[config.mk]
export PLATFORM = sky130hd
export DESIGN_NAME = uabd_top
export DESIGN_NICKNAME = d
export VERILOG_FILES = /design/src/uabd_pkg.sv /design/src/uabd_prescale.sv /design/src/uabd_top.sv
export SDC_FILE = /design/constraint.sdc
export NUM_CORES = 1
export LEC_CHECK = 0
export BUFFER_PORTS_ARGS = -buffer_cell sky130_fd_sc_hd__buf_4
export CAP_MARGIN = 15
export CORE_UTILIZATION = 30
export DETAILED_ROUTE_END_ITERATION = 7
export HOLD_SLACK_MARGIN = 0.03
export SLEW_MARGIN = 20
export SYNTH_ARGS = -nofsm -noshare
export SYNTH_HDL_FRONTEND = slang
export SYNTH_SLANG_ARGS = --single-unit
[constraint.sdc]
create_clock -name i_sys_clk -period 6.1 [get_ports i_sys_clk]
set_input_delay 1.22 -clock i_sys_clk [delete_from_list [all_inputs] [get_ports i_sys_clk]]
set_output_delay 1.22 -clock i_sys_clk [all_outputs]
set_load 0.02 [all_outputs]
[src/uabd_pkg.sv]
// package: register map, fields, reset values and prescale counts for auto-baud detect
package uabd_pkg;
  // register byte offsets (apb, one aligned word each)
  localparam logic [7:0] OFS_CTRL = 8'h00;
  localparam logic [7:0] OFS_STATUS = 8'h04;
  localparam logic [7:0] OFS_DIV = 8'h08;
  localparam logic [7:0] OFS_RXHOLD = 8'h0c;
  localparam logic [7:0] OFS_TXHOLD = 8'h10;
  // control field positions
  localparam int CTRL_ARM = 0;
  localparam int CTRL_WAKE = 1;
  localparam int CTRL_WIDE = 2;
  localparam int CTRL_HIGH = 3;
  localparam int CTRL_SYNC = 4;
  // status field positions
  localparam int STAT_OVF = 0;
  localparam int STAT_RXF = 1;
  localparam int STAT_BUSY = 2;
  localparam int STAT_TXBUSY = 3;
  // reset values
  localparam logic [4:0] CTRL_RST = 5'h00;
  localparam logic [15:0] DIV_RST = 16'h0000;
  // counter clock divides of the oscillator (rate-select pairs 00,01,10,11)
  localparam logic [9:0] DIV_00 = 10'h200;
  localparam logic [9:0] DIV_01 = 10'h080;
  localparam logic [9:0] DIV_10 = 10'h080;
  localparam logic [9:0] DIV_11 = 10'h020;
  // number of rising edges that close a measurement
  localparam logic [2:0] EDGE_LAST = 3'h5;
  // transmit busy time in clocks after a holding write
  localparam logic [7:0] TX_BUSY_CLKS = 8'ha0;
  typedef enum logic [2:0] {
    UABD_IDLE,
    UABD_BREAK,
    UABD_WAIT_START,
    UABD_WAIT_RISE,
    UABD_MEASURE
  } uabd_state_e;
  typedef struct packed {
    logic psel;
    logic penable;
    logic pwrite;
    logic [7:0] paddr;
    logic [31:0] pwdata;
  } uabd_apb_req_s;
endpackage

[src/uabd_prescale.sv]
// prescaler: one-cycle tick every n enabled clocks, restartable
`timescale 1ns/100ps
module uabd_prescale
(
  input wire logic i_sys_clk,
  input wire logic i_reset,
  input wire logic i_ce,
  input wire logic i_restart,
  input wire logic [9:0] i_div,
  output logic o_tick
);
  logic [9:0] cnt_r;
  logic [9:0] cnt_nxt;
  logic tick_nxt;

  always_comb
  begin
    cnt_nxt = cnt_r;
    tick_nxt = 1'b0;
    if (i_restart)
    begin
      cnt_nxt = 10'h000;
    end
    else if (cnt_r >= i_div - 10'h001)
    begin
      cnt_nxt = 10'h000;
      tick_nxt = 1'b1;
    end
    else
    begin
      cnt_nxt = cnt_r + 10'h001;
    end
  end

  always_ff @(posedge i_sys_clk)
  begin
    if (i_reset)
    begin
      cnt_r <= 10'h000;
      o_tick <= 1'b0;
    end
    else if (i_ce)
    begin
      cnt_r <= cnt_nxt;
      o_tick <= tick_nxt;
    end
  end
endmodule

[src/uabd_top.sv]
// auto-baud detect for the serial port: apb registers, edge timing, divisor capture
// How it works
// - detection runs only in async mode with wake-on-edge clear, or after a break
// - a start bit on the receive line while armed begins measuring
// - arming clears the baud counter, then a start bit is awaited
// - counting starts at the first rise; the fifth rise leaves the value in the divider
// - the arm bit clears by itself at the fifth rising edge
// - counter rollover from ffff to 0000 sets the overflow flag
// - overflow flag set by hardware, software may also set or clear it
// - after rollover the measurement goes on and arm stays set
// - the counter ticks at one eighth of the normal counter clock
// - counter clock is osc over 512, 128, 128, 32 by rate pair
// - low and high divider always count together as 16 bits
// - the receive state machine is held idle while detecting
// - receive flag sets at the fifth rise; reading receive holding clears it
// - with wake-on-edge also set, the byte after the break is measured
// - transmit holding writes are refused while armed
//
// Local design decisions: the APB slave port and the address map.
`timescale 1ns/100ps
module uabd_top
(
  input wire logic i_sys_clk,
  input wire logic i_reset,
  input wire logic i_ce,
  input wire logic i_psel,
  input wire logic i_penable,
  input wire logic i_pwrite,
  input wire logic [7:0] i_paddr,
  input wire logic [31:0] i_pwdata,
  output logic [31:0] o_prdata,
  output logic o_pready,
  output logic o_pslverr,
  input wire logic i_rx,
  output logic o_rx_hold_idle,
  output logic [15:0] o_baud_div,
  output logic o_tx_load
);
  uabd_pkg::uabd_apb_req_s req;
  uabd_pkg::uabd_state_e state_r;
  uabd_pkg::uabd_state_e state_nxt;
  logic [4:0] ctrl_r;
  logic [4:0] ctrl_nxt;
  logic ovf_r;
  logic ovf_nxt;
  logic rxf_r;
  logic rxf_nxt;
  logic [15:0] div_r;
  logic [15:0] div_nxt;
  logic [2:0] edges_r;
  logic [2:0] edges_nxt;
  logic [2:0] sub_r;
  logic [2:0] sub_nxt;
  logic rx_d_r;
  logic [7:0] tx_busy_r;
  logic [7:0] tx_busy_nxt;
  logic [31:0] prdata_nxt;
  logic pready_nxt;
  logic pslverr_nxt;
  logic tx_load_nxt;
  logic [7:0] txd_r;
  logic [7:0] txd_nxt;
  logic [9:0] pre_div;
  logic tick;
  logic restart;
  logic wr_acc;
  logic rd_acc;
  logic rise;
  logic fall;
  logic mapped;
  logic active;

  assign req = '{psel: i_psel, penable: i_penable, pwrite: i_pwrite,
                 paddr: i_paddr, pwdata: i_pwdata};
  // single-wait-state slave: access phase completes when o_pready is high
  assign wr_acc = req.psel && req.penable && req.pwrite && o_pready;
  assign rd_acc = req.psel && req.penable && !req.pwrite && o_pready;
  assign mapped = (req.paddr == uabd_pkg::OFS_CTRL) || (req.paddr == uabd_pkg::OFS_STATUS)
    || (req.paddr == uabd_pkg::OFS_DIV) || (req.paddr == uabd_pkg::OFS_RXHOLD)
    || (req.paddr == uabd_pkg::OFS_TXHOLD);
  assign rise = i_rx && !rx_d_r;
  assign fall = !i_rx && rx_d_r;
  assign active = (state_r != uabd_pkg::UABD_IDLE);

  // counter clock select by rate pair
  always_comb
  begin
    unique case ({ctrl_r[uabd_pkg::CTRL_WIDE], ctrl_r[uabd_pkg::CTRL_HIGH]})
      2'b00: pre_div = uabd_pkg::DIV_00;
      2'b01: pre_div = uabd_pkg::DIV_01;
      2'b10: pre_div = uabd_pkg::DIV_10;
      2'b11: pre_div = uabd_pkg::DIV_11;
    endcase
  end

  assign restart = (state_r != uabd_pkg::UABD_MEASURE);

  uabd_prescale u_pre
  (
    .i_sys_clk(i_sys_clk),
    .i_reset(i_reset),
    .i_ce(i_ce),
    .i_restart(restart),
    .i_div(pre_div),
    .o_tick(tick)
  );

  // measurement state, divider, flags, control
  always_comb
  begin
    state_nxt = state_r;
    ctrl_nxt = ctrl_r;
    ovf_nxt = ovf_r;
    rxf_nxt = rxf_r;
    div_nxt = div_r;
    edges_nxt = edges_r;
    sub_nxt = sub_r;
    tx_busy_nxt = (tx_busy_r != 8'h00) ? tx_busy_r - 8'h01 : 8'h00;
    tx_load_nxt = 1'b0;
    txd_nxt = txd_r;
    // software register writes
    if (wr_acc && req.paddr == uabd_pkg::OFS_CTRL)
    begin
      ctrl_nxt = req.pwdata[4:0];
    end
    if (wr_acc && req.paddr == uabd_pkg::OFS_STATUS)
    begin
      ovf_nxt = req.pwdata[uabd_pkg::STAT_OVF];
    end
    // preload allowed until counting starts, locked while measuring
    if (wr_acc && req.paddr == uabd_pkg::OFS_DIV && state_r != uabd_pkg::UABD_MEASURE)
    begin
      div_nxt = req.pwdata[15:0];
    end
    if (wr_acc && req.paddr == uabd_pkg::OFS_TXHOLD && !ctrl_r[uabd_pkg::CTRL_ARM])
    begin
      txd_nxt = req.pwdata[7:0];
      tx_load_nxt = 1'b1;
      tx_busy_nxt = uabd_pkg::TX_BUSY_CLKS;
    end
    if (rd_acc && req.paddr == uabd_pkg::OFS_RXHOLD)
    begin
      rxf_nxt = 1'b0;
    end
    unique case (state_r)
      uabd_pkg::UABD_IDLE:
      begin
        if (ctrl_r[uabd_pkg::CTRL_ARM] && !ctrl_r[uabd_pkg::CTRL_SYNC])
        begin
          div_nxt = 16'h0000;
          edges_nxt = 3'h0;
          sub_nxt = 3'h0;
          state_nxt = ctrl_r[uabd_pkg::CTRL_WAKE] ? uabd_pkg::UABD_BREAK
            : uabd_pkg::UABD_WAIT_START;
        end
      end
      uabd_pkg::UABD_BREAK:
      begin
        if (rise)
        begin
          state_nxt = uabd_pkg::UABD_WAIT_START;
        end
      end
      uabd_pkg::UABD_WAIT_START:
      begin
        if (fall)
        begin
          state_nxt = uabd_pkg::UABD_WAIT_RISE;
        end
      end
      uabd_pkg::UABD_WAIT_RISE:
      begin
        if (rise)
        begin
          edges_nxt = 3'h1;
          state_nxt = uabd_pkg::UABD_MEASURE;
        end
      end
      uabd_pkg::UABD_MEASURE:
      begin
        if (tick)
        begin
          sub_nxt = sub_r + 3'h1;
          if (sub_r == 3'h7)
          begin
            div_nxt = div_r + 16'h0001;
            if (div_r == 16'hffff)
            begin
              ovf_nxt = 1'b1;
            end
          end
        end
        if (rise)
        begin
          edges_nxt = edges_r + 3'h1;
          if (edges_r + 3'h1 == uabd_pkg::EDGE_LAST)
          begin
            ctrl_nxt[uabd_pkg::CTRL_ARM] = 1'b0;
            rxf_nxt = 1'b1;
            state_nxt = uabd_pkg::UABD_IDLE;
          end
        end
      end
    endcase
    // software disarm abandons a measurement, divider keeps its count
    if (active && !ctrl_nxt[uabd_pkg::CTRL_ARM])
    begin
      state_nxt = uabd_pkg::UABD_IDLE;
    end
  end

  // apb read path and answer
  always_comb
  begin
    prdata_nxt = 32'h0000_0000;
    pready_nxt = req.psel && req.penable && !o_pready;
    pslverr_nxt = pready_nxt && !mapped;
    if (req.psel && !req.pwrite)
    begin
      unique case (req.paddr)
        uabd_pkg::OFS_CTRL: prdata_nxt = {27'h0, ctrl_r};
        uabd_pkg::OFS_STATUS: prdata_nxt = {28'h0, tx_busy_r != 8'h00, active, rxf_r, ovf_r};
        uabd_pkg::OFS_DIV: prdata_nxt = {16'h0, div_r};
        default: prdata_nxt = 32'h0000_0000;
      endcase
    end
  end

  always_ff @(posedge i_sys_clk)
  begin
    if (i_reset)
    begin
      state_r <= uabd_pkg::UABD_IDLE;
      ctrl_r <= uabd_pkg::CTRL_RST;
      ovf_r <= 1'b0;
      rxf_r <= 1'b0;
      div_r <= uabd_pkg::DIV_RST;
      edges_r <= 3'h0;
      sub_r <= 3'h0;
      rx_d_r <= 1'b1;
      tx_busy_r <= 8'h00;
      txd_r <= 8'h00;
      o_prdata <= 32'h0000_0000;
      o_pready <= 1'b0;
      o_pslverr <= 1'b0;
      o_rx_hold_idle <= 1'b0;
      o_baud_div <= uabd_pkg::DIV_RST;
      o_tx_load <= 1'b0;
    end
    else if (i_ce)
    begin
      state_r <= state_nxt;
      ctrl_r <= ctrl_nxt;
      ovf_r <= ovf_nxt;
      rxf_r <= rxf_nxt;
      div_r <= div_nxt;
      edges_r <= edges_nxt;
      sub_r <= sub_nxt;
      rx_d_r <= i_rx;
      tx_busy_r <= tx_busy_nxt;
      txd_r <= txd_nxt;
      o_prdata <= prdata_nxt;
      o_pready <= pready_nxt;
      o_pslverr <= pslverr_nxt;
      o_rx_hold_idle <= (state_nxt != uabd_pkg::UABD_IDLE);
      o_baud_div <= div_nxt;
      o_tx_load <= tx_load_nxt;
    end
  end

  // checks
  chk_tx_refused: assert property (@(posedge i_sys_clk) disable iff (i_reset)
    (i_ce && wr_acc && req.paddr == uabd_pkg::OFS_TXHOLD && ctrl_r[uabd_pkg::CTRL_ARM])
    |=> !o_tx_load)
    else $error("transmit write accepted while armed");
  chk_arm_clear: assert property (@(posedge i_sys_clk) disable iff (i_reset)
    (i_ce && state_r == uabd_pkg::UABD_MEASURE && rise && edges_r == 3'h4)
    |=> !ctrl_r[uabd_pkg::CTRL_ARM] && rxf_r && state_r == uabd_pkg::UABD_IDLE)
    else $error("fifth edge did not close measurement");
  chk_arm_zero: assert property (@(posedge i_sys_clk) disable iff (i_reset)
    (i_ce && state_r == uabd_pkg::UABD_IDLE && state_nxt == uabd_pkg::UABD_WAIT_START)
    |=> div_r == 16'h0000)
    else $error("counter not cleared on arm");
  chk_ovf_set: assert property (@(posedge i_sys_clk) disable iff (i_reset)
    (i_ce && state_r == uabd_pkg::UABD_MEASURE && tick && sub_r == 3'h7 && div_r == 16'hffff)
    |=> ovf_r && div_r == 16'h0000)
    else $error("rollover missed");
  chk_ovf_keep: assert property (@(posedge i_sys_clk) disable iff (i_reset)
    (i_ce && state_r == uabd_pkg::UABD_MEASURE && div_r == 16'hffff && tick && !rise
     && sub_r == 3'h7 && !wr_acc)
    |=> ctrl_r[uabd_pkg::CTRL_ARM] && state_r == uabd_pkg::UABD_MEASURE)
    else $error("rollover ended detection");
  chk_idle_hold: assert property (@(posedge i_sys_clk) disable iff (i_reset)
    i_ce |=> (o_rx_hold_idle == (state_r != uabd_pkg::UABD_IDLE)))
    else $error("receive not held idle");
  chk_sync_block: assert property (@(posedge i_sys_clk) disable iff (i_reset)
    (state_r == uabd_pkg::UABD_IDLE && ctrl_r[uabd_pkg::CTRL_SYNC])
    |=> state_r == uabd_pkg::UABD_IDLE)
    else $error("detection started in sync mode");
  chk_rxf_clear: assert property (@(posedge i_sys_clk) disable iff (i_reset)
    (i_ce && rd_acc && req.paddr == uabd_pkg::OFS_RXHOLD
     && !(state_r == uabd_pkg::UABD_MEASURE && rise && edges_r == 3'h4))
    |=> !rxf_r)
    else $error("receive flag not cleared by read");
  chk_idle_meas: assert property (@(posedge i_sys_clk) disable iff (i_reset)
    (i_ce && active && !wr_acc
     && !(state_r == uabd_pkg::UABD_MEASURE && rise && edges_r == 3'h4))
    |=> o_rx_hold_idle)
    else $error("receive not held idle while detecting");
  chk_pready_pulse: assert property (@(posedge i_sys_clk) disable iff (i_reset)
    (i_ce && o_pready)
    |=> !o_pready)
    else $error("bus answer longer than one cycle");
  chk_start_bit: assert property (@(posedge i_sys_clk) disable iff (i_reset)
    (i_ce && state_r == uabd_pkg::UABD_WAIT_START && fall && !wr_acc)
    |=> state_r == uabd_pkg::UABD_WAIT_RISE)
    else $error("start bit not taken");
  chk_first_rise: assert property (@(posedge i_sys_clk) disable iff (i_reset)
    (i_ce && state_r == uabd_pkg::UABD_WAIT_RISE && rise && !wr_acc)
    |=> state_r == uabd_pkg::UABD_MEASURE && edges_r == 3'h1)
    else $error("counting did not start at first rise");
  chk_break_wait: assert property (@(posedge i_sys_clk) disable iff (i_reset)
    (i_ce && state_r == uabd_pkg::UABD_BREAK && !rise && !wr_acc)
    |=> state_r == uabd_pkg::UABD_BREAK)
    else $error("break left before its end");
  chk_eighth_tick: assert property (@(posedge i_sys_clk) disable iff (i_reset)
    (i_ce && state_r == uabd_pkg::UABD_MEASURE && tick && sub_r != 3'h7)
    |=> $stable(div_r))
    else $error("counter stepped before eighth tick");
  chk_count_step: assert property (@(posedge i_sys_clk) disable iff (i_reset)
    (i_ce && state_r == uabd_pkg::UABD_MEASURE && tick && sub_r == 3'h7)
    |=> div_r == $past(div_r) + 16'h0001)
    else $error("counter did not step as one 16-bit value");
  chk_div_keep: assert property (@(posedge i_sys_clk) disable iff (i_reset)
    (i_ce && state_r == uabd_pkg::UABD_IDLE && !wr_acc
     && !(ctrl_r[uabd_pkg::CTRL_ARM] && !ctrl_r[uabd_pkg::CTRL_SYNC]))
    |=> $stable(div_r))
    else $error("divider lost its value while idle");
  chk_div_locked: assert property (@(posedge i_sys_clk) disable iff (i_reset)
    (i_ce && state_r == uabd_pkg::UABD_MEASURE && wr_acc && req.paddr == uabd_pkg::OFS_DIV
     && !(tick && sub_r == 3'h7))
    |=> $stable(div_r))
    else $error("divider written while measuring");
endmodule

# --- Word level (Yosys, flattened, before mapping) ---
# Index checks and enable logic that the tools add are counted.
totals:
  ff_bits: 88
  in_bits: 47
  output_inout_bits: 52
  elab_cells: 129
op_classes:
  add_sub_neg: 6
  n_lt_le_gt_ge: 1
  n_eq_ne: 19
  muxes: 43
  n_reduce_logical: 43
ops:
  columns: ["cell", "count"]
  rows:
  - ["$mux 16", 5]
  - ["$pmux 16 s3", 1]
  - ["$mux 3", 11]
  - ["$pmux 16 s2", 1]
  - ["$pmux 10 s3", 1]
  - ["$mux 10", 2]
  - ["$logic_and 1x1->1", 19]
  - ["$add 16x1->16 const B", 1]
  - ["$eq 16x16->1 const B", 1]
  - ["$eq 8x4->1 const B", 2]
  - ["$mux 1", 16]
  - ["$mux 8", 2]
  - ["$pmux 3 s5", 1]
  - ["$add 10x1->10 const B", 1]
  - ["$ge 10x10->1", 1]
  - ["$sub 10x1->10 const B", 1]
  - ["$eq 3x3->1 const B", 3]
  - ["$pmux 3 s3", 1]
  - ["$reduce_bool 3->1", 3]
  - ["$eq 8x3->1 const B", 1]
  - ["$eq 8x5->1 const B", 1]
  - ["$logic_not 1->1", 8]
  - ["$logic_not 8->1", 1]
  - ["$reduce_bool 8->1", 1]
  - ["other kinds (19)", 27]

# --- Depth between registers and ports, before layout ---
# Gate-level depths: netlist of run 1.
logic_depth:
  word_depth: 12
  depth_mapped: 9
  mapped_depth_nobuf: 7

# --- By module ---
# From an unflattened synthesis of run 1, not the netlist that was laid out.
hier_totals:
  hier_cells: 589
  area_unflattened_um2: 4710.8
modules_own_cells:
  columns: ["module", "n_inst", "cells_per_inst", "area_per_inst_um2", "seq_area_each_um2"]
  rows:
  - ["uabd_top", 1, 474, 3722.3, 1221.2]
  - ["uabd_prescale", 1, 115, 988.4, 220.2]

# --- Worst setup path after synthesis of run 1 ---
# OpenSTA, ideal clock, no wires.
synth_path:
  path_type: "input to register"
  start: "input i_paddr[7]"
  end: "register o_rx_hold_idle"
  setup_ns: 0.136
  arrival_time_ns: 2.873
  required_time_ns: 5.964
  path_slack_ns: 3.091
  stages: 5
  n_path_buf: 0
  path_cell_list: "or4_4 > nor4_4 > mux2_4 > a211oi_2 > o32ai_2"
synth_between:
  elab_chain_cells: 10
synth_rtl:
  columns: ["element", "line", "source"]
  rows:
  - ["start, declared", "uabd_top.sv:29", "input wire logic [7:0] i_paddr,"]
  - ["$logic_not 8->1 *", "uabd_top.sv:122", "if (wr_acc && req.paddr == uabd_pkg::OFS_CTRL)"]
  - ["$logic_and 1x1->1 *", "uabd_top.sv:122", null]
  - ["$mux 1 *", "uabd_top.sv:122", null]
  - ["$mux 1", "uabd_top.sv:196", "if (edges_r + 3'h1 == uabd_pkg::EDGE_LAST)"]
  - ["$mux 1", "uabd_top.sv:193", "if (rise)"]
  - ["$mux 1 *", "uabd_top.sv:145", "unique case (state_r)"]
  - ["$logic_not 1->1 *", "uabd_top.sv:206", "if (active && !ctrl_nxt[uabd_pkg::CTRL_ARM])"]
  - ["$logic_and 1x1->1 *", "uabd_top.sv:206", null]
  - ["$mux 3 *", "uabd_top.sv:206", null]
  - ["$reduce_bool 3->1 *", "uabd_top.sv:265", "o_rx_hold_idle <= (state_nxt != uabd_pkg::UABD_IDLE);"]
  - ["end signal, assigned", "uabd_top.sv:265", null]
  - ["end, declared", "uabd_top.sv:35", "output logic o_rx_hold_idle,"]
# Mark *: on every way between the ends. The rest lies on a longest branch, timed or not.
# A chain may end at the register's enable or synchronous reset.

# --- Worst setup path after layout of run 1 ---
layout_path:
  start: "input i_paddr[7]"
  end: "register div_r[4]"
layout_between:
  elab_chain_cells: 7
  word_cells_on_any_way: 8
  cone_classes: "eq/ne: 1; mux: 5; reduce/logical: 2"
layout_rtl:
  columns: ["element", "line", "source"]
  rows:
  - ["$eq 8x4->1 *", "uabd_top.sv:131", "if (wr_acc && req.paddr == uabd_pkg::OFS_DIV && state_r != uabd_pkg::UABD_MEASURE)"]
  - ["$logic_and 1x1->1 * (2 in a row)", "uabd_top.sv:131", null]
  - ["$mux 16 *", "uabd_top.sv:131", null]
  - ["$mux 16", "uabd_top.sv:184", "if (sub_r == 3'h7)"]
  - ["$mux 16", "uabd_top.sv:181", "if (tick)"]
  - ["$pmux 16 s2 *", "uabd_top.sv:145", null]
  - ["end signal, assigned", "uabd_top.sv:237", "div_r <= uabd_pkg::DIV_RST;"]
  - ["end signal, assigned", "uabd_top.sv:256", "div_r <= div_nxt;"]
  - ["end, declared", "uabd_top.sv:48", "logic [15:0] div_r;"]
# Marks and branches as above.

==> out/qor.yml, run 1 <==
yosys:
  yosysMostFrequentCell: "dfxtp_1"
  yosysTopAreaCellShare: 0.3354
  synth_warnings: 0
  synthArstFlopShare: 0
  yosysSeqAreaShare: 0.3354
  ys_top_cells_by_count: "dfxtp_1 (72), nor2_1 (49), nand2_1 (44), a21oi_1 (38), nand3_1 (31)"
  synth.cell_area_sq_um: 4298
  synth_edf_count: 0
  syn_inst: 544
  ys_ff_latch: 72
  post_synth_num_cell_types: 70
  yosysTopAreaCell: "dfxtp_1"
  synth_ff_type: "dfxtp_1"
  syn_area_per_cell_sq_um: 7.901
  synthTopCellsByArea: "dfxtp_1 (34%), a21oi_1 (4.4%), nor2_1 (4.3%)"
sta:
  fin_crit_sh: 0.5216
  drv_slew: 0
  finalSetupViolCount: 0
  fmax_mhz: 314.3
  rsz0062_at_grt: "false"
  skew_ns: 0.007855
  min_period_ns: 3.182
  maxSlewHeadroom: 0.2517
  worst_slew_pin_slew_ns: 1.118
  tns_ns: 0
  hold_violations: 0
layout:
  multiInputGateArea_sq_um: 2595
  final_nets: 646
  syn_to_final_growth_pct: 19.21
  fillCellCount: 1466
  final-seq-area_sq_um: 1441
  antenna_cells: 0
  drive_gt1_frac: 0.1726
  finalInstanceArea_sq_um: 5124
power_and_ir_drop:
  p_leak_nw: 1.952
  power.density_nw_per_um2: 241.0
  ir_drop_mv: 0.1360
routing:
  drt_iter0_drc: 220
  drtAntennaViolNets: 0
  wl_per_cell_um: 15.46
  drt_wl_total_um: 11920
  drc: 0
  vias_per_cell: 5.374
  vias: 4143
  first_pass_iters: 5
clocking:
  cts_buffers: 9
  cts_buffer_depth: 2
  postCtsSetupBuffers: 0
  root_buffer: "clkbuf_16"
  clk-insertion-delay-late_ns: 0.34
  htree_levels: 3
  postCtsHoldBufs: 0
  postCtsResizedCells: 0
  clk_pin_slew_ns: 0.06
  cts_sinks: 72
  cts_tree: "built"
die:
  die_y_um: 121.7
  dieArea_sq_um: 14810
  ios: 99
  start_util: 0.3084
  die_width_um: 121.7
  core_area_sq_um: 13930
  row_count: 43
setup_path:
  crit_path_end_kind: "register"
  rrSetupSlack_ns: 3.43
  worstReg2RegEnd: "div_r[4]"
  crit_arrival_ns: 3.37
  cp-start-kind: "input pin"
  critPathRequiredTime_ns: 6.29
  path_max_fanout: 16
  reg2regPathDepth: 5
  worstReg2RegStart: "state_r[2]"
  critPathKind: "in2reg"
placed_design:
  dpl.hpwl_um: 8282
  dpl_cell_area_sq_um: 4825
  io_buffers: 66
  gp_congestion: 0.8163
global_route:
  grt_use_total: 0.1668
  antenna_found_initial: 0
  grt_first_pass_wirelength_um: 19560
  gr-total-overflow: 0
  grt_max_degree: 68
  grt_pass1_vias: 3908
worst_hold_path:
  worst_hold_startpoint: "o_pslverr"
  min_to: "o_pslverr"
  hold_depth: 2
  min_path_type: "reg2reg"
flow_run:
  drv_cap: 0
run_status:
  run_status: "completed"
==> sequential cells by signal, indices dropped and copies added (netlist names), 3 cells and up <==
| signal | count |
|---|---|
| o_prdata | 16 |
| ctrl_r | 5 |
| edges_r | 3 |
| u_pre.cnt_r | 10 |
| tx_busy_r | 8 |
| div_r | 16 |
| sub_r | 3 |
| state_r | 3 |
==> how the worst max path moves through the flow <==
stage / from / end / slack (ns)
final: i_paddr[7] / div_r[4] / 2.92
after global routing: i_paddr[7] / o_prdata[6] / 2.75
after CTS: i_paddr[7] / div_r[4] / 2.90
after detailed placement: i_paddr[7] / div_r[4] / 2.54
after global placement: i_paddr[7] / o_prdata[6] / 2.61
after floorplan: i_paddr[7] / o_rx_hold_idle / 3.09
==> layout make-up <==
type | count | share of cell area
multi-input combinational | 420 | 0.5065
inverter | 16 | 0.01172
tap | 180 | 0.04396
clock inverter | 5 | 0.01099
sequential | 72 | 0.2813
clock buffer | 11 | 0.04737
timing repair buffer | 67 | 0.09817
==> cell families (layout without fill, tap and decap cells) <==
kind of cell	count (synthesis)	after routing	share of synthesized area
AND/OR/NAND/NOR	211	211	0.2565
AO/OA/AOI/OAI	148	148	0.2256
flip-flops	72	72	0.3354
buffers and inverters	67	99	0.07394
XOR/XNOR	16	16	0.03260
adder cells (fa/ha/maj)	14	14	0.04018
multiplexers	14	14	0.03406
other	2	17	0.001747
==> layer usage <==
layer	wire length, um	vias to the layer above	track usage
met4	224	0	0.06867
met2	5606	109	0.2706
met1	5532	1986	0.2181
met5	0	-	0
met3	555	15	0.02856
li1	-	2033	-
==> through the flow <==
step / util / hold WS [ns] / setup slack [ns] / cells / total power [mW]
floorplan: - / 0.4335 / 3.091 / 559 / 0.6679
global placement: 0.3462 / 0.4485 / 2.613 / 755 / 0.7067
detailed placement: 0.3462 / 0.4591 / 2.541 / 755 / 0.7109
CTS: 0.3677 / 0.4708 / 2.905 / 771 / 1.248
global route: 0.3677 / 0.4843 / 2.746 / 771 / 1.296
finish: 0.3677 / 0.4672 / 2.918 / 771 / 1.235
==> cells in the final DEF (no fill, tap or decap), types with 3 or more instances in the layout <==
master	Yosys	final
o21ai_0	29	29
nand2_1	44	44
nor4_1	6	6
and2_1	7	7
a21oi_1	38	38
buf_4	16	67
mux2i_1	12	12
a211oi_1	15	15
nand4_1	17	17
a21boi_0	4	4
nor3b_1	6	6
inv_1	15	15
and3_1	7	7
dfxtp_1	72	72
or2_2	7	7
ha_1	13	13
o32ai_1	3	3
nand3_1	31	31
xor2_1	12	12
a31oi_1	7	7
clkbuf_16	0	9
a21o_1	12	12
conb_1	2	17
a22oi_1	15	15
nor2_1	49	49
xnor2_1	4	4
nor3_1	12	12
nor2b_1	5	5
==> where the power goes <==
group          switching (mW)  total, mW  internal, mW
sequential             0.0253      0.520         0.495
combinational           0.107      0.182        0.0742
clock                   0.206      0.533         0.327
==> critical path: stages <==
cell and delay, ns:
buf_4 0.11, or4_4 0.58, nor3_2 0.86, a21boi_0 0.20, a211oi_1 0.27, o32ai_1 0.12
No activity file was read; power rests on OpenSTA's default activity.
==> run 2, diff against run 1 <==
clock period = 3.3 ns   (was 6.1 ns; I/O delays follow)
==> run 2 against run 1 <==
Net effect:
- sequential share of layout area down 0.33 points
- largest power group unchanged
- clock-buffer cell count up 2
- critical endpoint unchanged
- total power grew 86%
- clock power rose by 86%
- highest routed layer unchanged
==> out/qor.yml, run 2 (synthesized netlist as in run 1, its figures left out) <==
run_status:
  run_status: "completed"
sta:
  hold_violations: 0
  fin_crit_sh: 0.7218
  min_period_ns: 2.382
  worst_slew_pin_slew_ns: 1.082
  maxSlewHeadroom: 0.2758
  fmax_mhz: 419.8
  skew_ns: 0.007384
  drv_slew: 0
  finalSetupViolCount: 0
  tns_ns: 0
  rsz0062_at_grt: "false"
setup_path:
  critPathRequiredTime_ns: 3.54
  cpLargestDelayFamily: "simple AND/OR/NAND/NOR gates"
  path_cells: "buf_4 > or4_4 > or3_4 > nor2_1 > a211oi_1 > o32ai_1"
  crit_path_max_incr_delay_ns: 0.59
  worstReg2RegStart: "state_r[1]"
  crit_path_end_kind: "register"
  crit_buf_inv: 1
  rrSetupSlack_ns: 0.93
  path_max_fanout: 13
  critPathKind: "in2reg"
  cp_slowest_cell: "or4_4"
  worstReg2RegEnd: "div_r[4]"
  path_depth: 6
  crit_arrival_ns: 2.62
  cp-start-kind: "input pin"
  reg2regPathDepth: 5
  crit_end: "div_r[4]"
  startpoint: "i_paddr[7]"
routing:
  drtAntennaViolNets: 0
  vias_per_cell: 5.401
  drt_iter0_drc: 240
  drt_wl_total_um: 12240
  wl_per_cell_um: 15.71
  drc: 0
  first_pass_iters: 7
  vias: 4207
clocking:
  cts_buffers: 9
  cts_sinks: 72
  postCtsResizedCells: 0
  clk_pin_slew_ns: 0.05
  cts_buffer_depth: 2
  clk-insertion-delay-late_ns: 0.34
  htree_levels: 3
  postCtsSetupBuffers: 0
  cts_tree: "built"
  root_buffer: "clkbuf_16"
  postCtsHoldBufs: 0
die:
  dieArea_sq_um: 14810
  die_y_um: 121.7
  ios: 99
  core_area_sq_um: 13930
  start_util: 0.3084
  row_count: 43
  die_width_um: 121.7
placed_design:
  dpl.hpwl_um: 8807
  placedCellCount: 763
  io_buffers: 66
  gp_congestion: 0.8476
power_and_ir_drop:
  ir_drop_mv: 0.2827
  p_comb_frac: 0.148
  p_leak_nw: 1.996
  clkPwrFrac: 0.433
  power.density_nw_per_um2: 442.1
  p_seq_frac: 0.419
  p_sw_frac: 0.2677
  switchingPower_mw: 0.6136
  finalPower_mw: 2.292
  power.internal_mw: 1.678
layout:
  syn_to_final_growth_pct: 20.64
  layout_commonest_cell: "buf_4"
  drive_gt1_frac: 0.1820
  final_cell_mix: "buf_4 (75), dfxtp_1 (72), nor2_1 (49), nand2_1 (44), a21oi_1 (38)"
  fin_cells: 779
  largestRegisters: "div_r (16), o_prdata (16), u_pre.cnt_r (10)"
  fillCellCount: 1432
  antenna_cells: 0
  final_nets: 654
flow_run:
  drv_cap: 0
global_route:
  grt_first_pass_wirelength_um: 20040
  grt_use_total: 0.1717
  grt_max_degree: 41
  antenna_found_initial: 0
  grt_pass1_vias: 4102
  gr-total-overflow: 0
worst_hold_path:
  min_path_type: "reg2reg"
==> run 2: metal layers <==
metal | wire, um | vias to the layer above | GRT usage
li1 | - | 2047 | -
met1 | 5604 | 2026 | 0.2200
met2 | 5818 | 123 | 0.2823
met3 | 629 | 11 | 0.03043
met4 | 189 | 0 | 0.07330
met5 | 0 | - | 0
==> run 2: cell type report <==
| cell class | instances | area [sq um] | share of cell area |
|---|---|---|---|
| Multi-Input combinational cell | 420 | 2595 | 0.5005 |
| Sequential cell | 72 | 1441 | 0.2780 |
| Timing Repair Buffer | 75 | 563.0 | 0.1086 |
| Clock buffer | 13 | 260.3 | 0.05019 |
| Tap cell | 180 | 225.2 | 0.04344 |
| Inverter | 16 | 60.06 | 0.01158 |
| Clock inverter | 3 | 40.04 | 0.007722 |
==> run 2: power by group through the flow <==
stage / sequential [mW] / clock [mW] / combinational, mW
after floorplan: 0.971 / 0 / 0.264
after global placement: 0.977 / 0 / 0.333
after detailed placement: 0.978 / 0 / 0.341
after CTS: 0.961 / 1.01 / 0.342
after global routing: 0.969 / 1.05 / 0.385
final: 0.961 / 0.992 / 0.339
==> run 2: worst min-delay path, delay by kind of cell, from the launching register on <==
family          cells  cell delay (ns)
buf+inv             1             0.05
compound gates      1             0.05
flops               1             0.31
==> run 2: how the worst min path moves through the flow <==
| stage | start | to | slack, ns | cells after the start |
|---|---|---|---|---|
| 3_3_place_gp | ovf_r | ovf_r | 0.45 | 2 |
| 4_1_cts | ovf_r | ovf_r | 0.47 | 2 |
| 2_1_floorplan | ovf_r | ovf_r | 0.43 | 2 |
| 3_5_place_dp | ovf_r | ovf_r | 0.46 | 2 |
| 5_1_grt | ovf_r | ovf_r | 0.48 | 2 |
| 6_report | ovf_r | ovf_r | 0.46 | 2 |
==> run 2: stage by stage <==
stage          utilization  cell area [sq um]  hold WS, ns  setup slack, ns
2_1_floorplan            -               4354       0.4335           0.8508
3_3_place_gp        0.3505               4885       0.4468           0.6317
3_5_place_dp        0.3505               4885       0.4560           0.6041
4_1_cts             0.3721               5185       0.4669           0.9361
5_1_grt             0.3721               5185       0.4827           0.7677
6_report            0.3721               5185       0.4623           0.9180
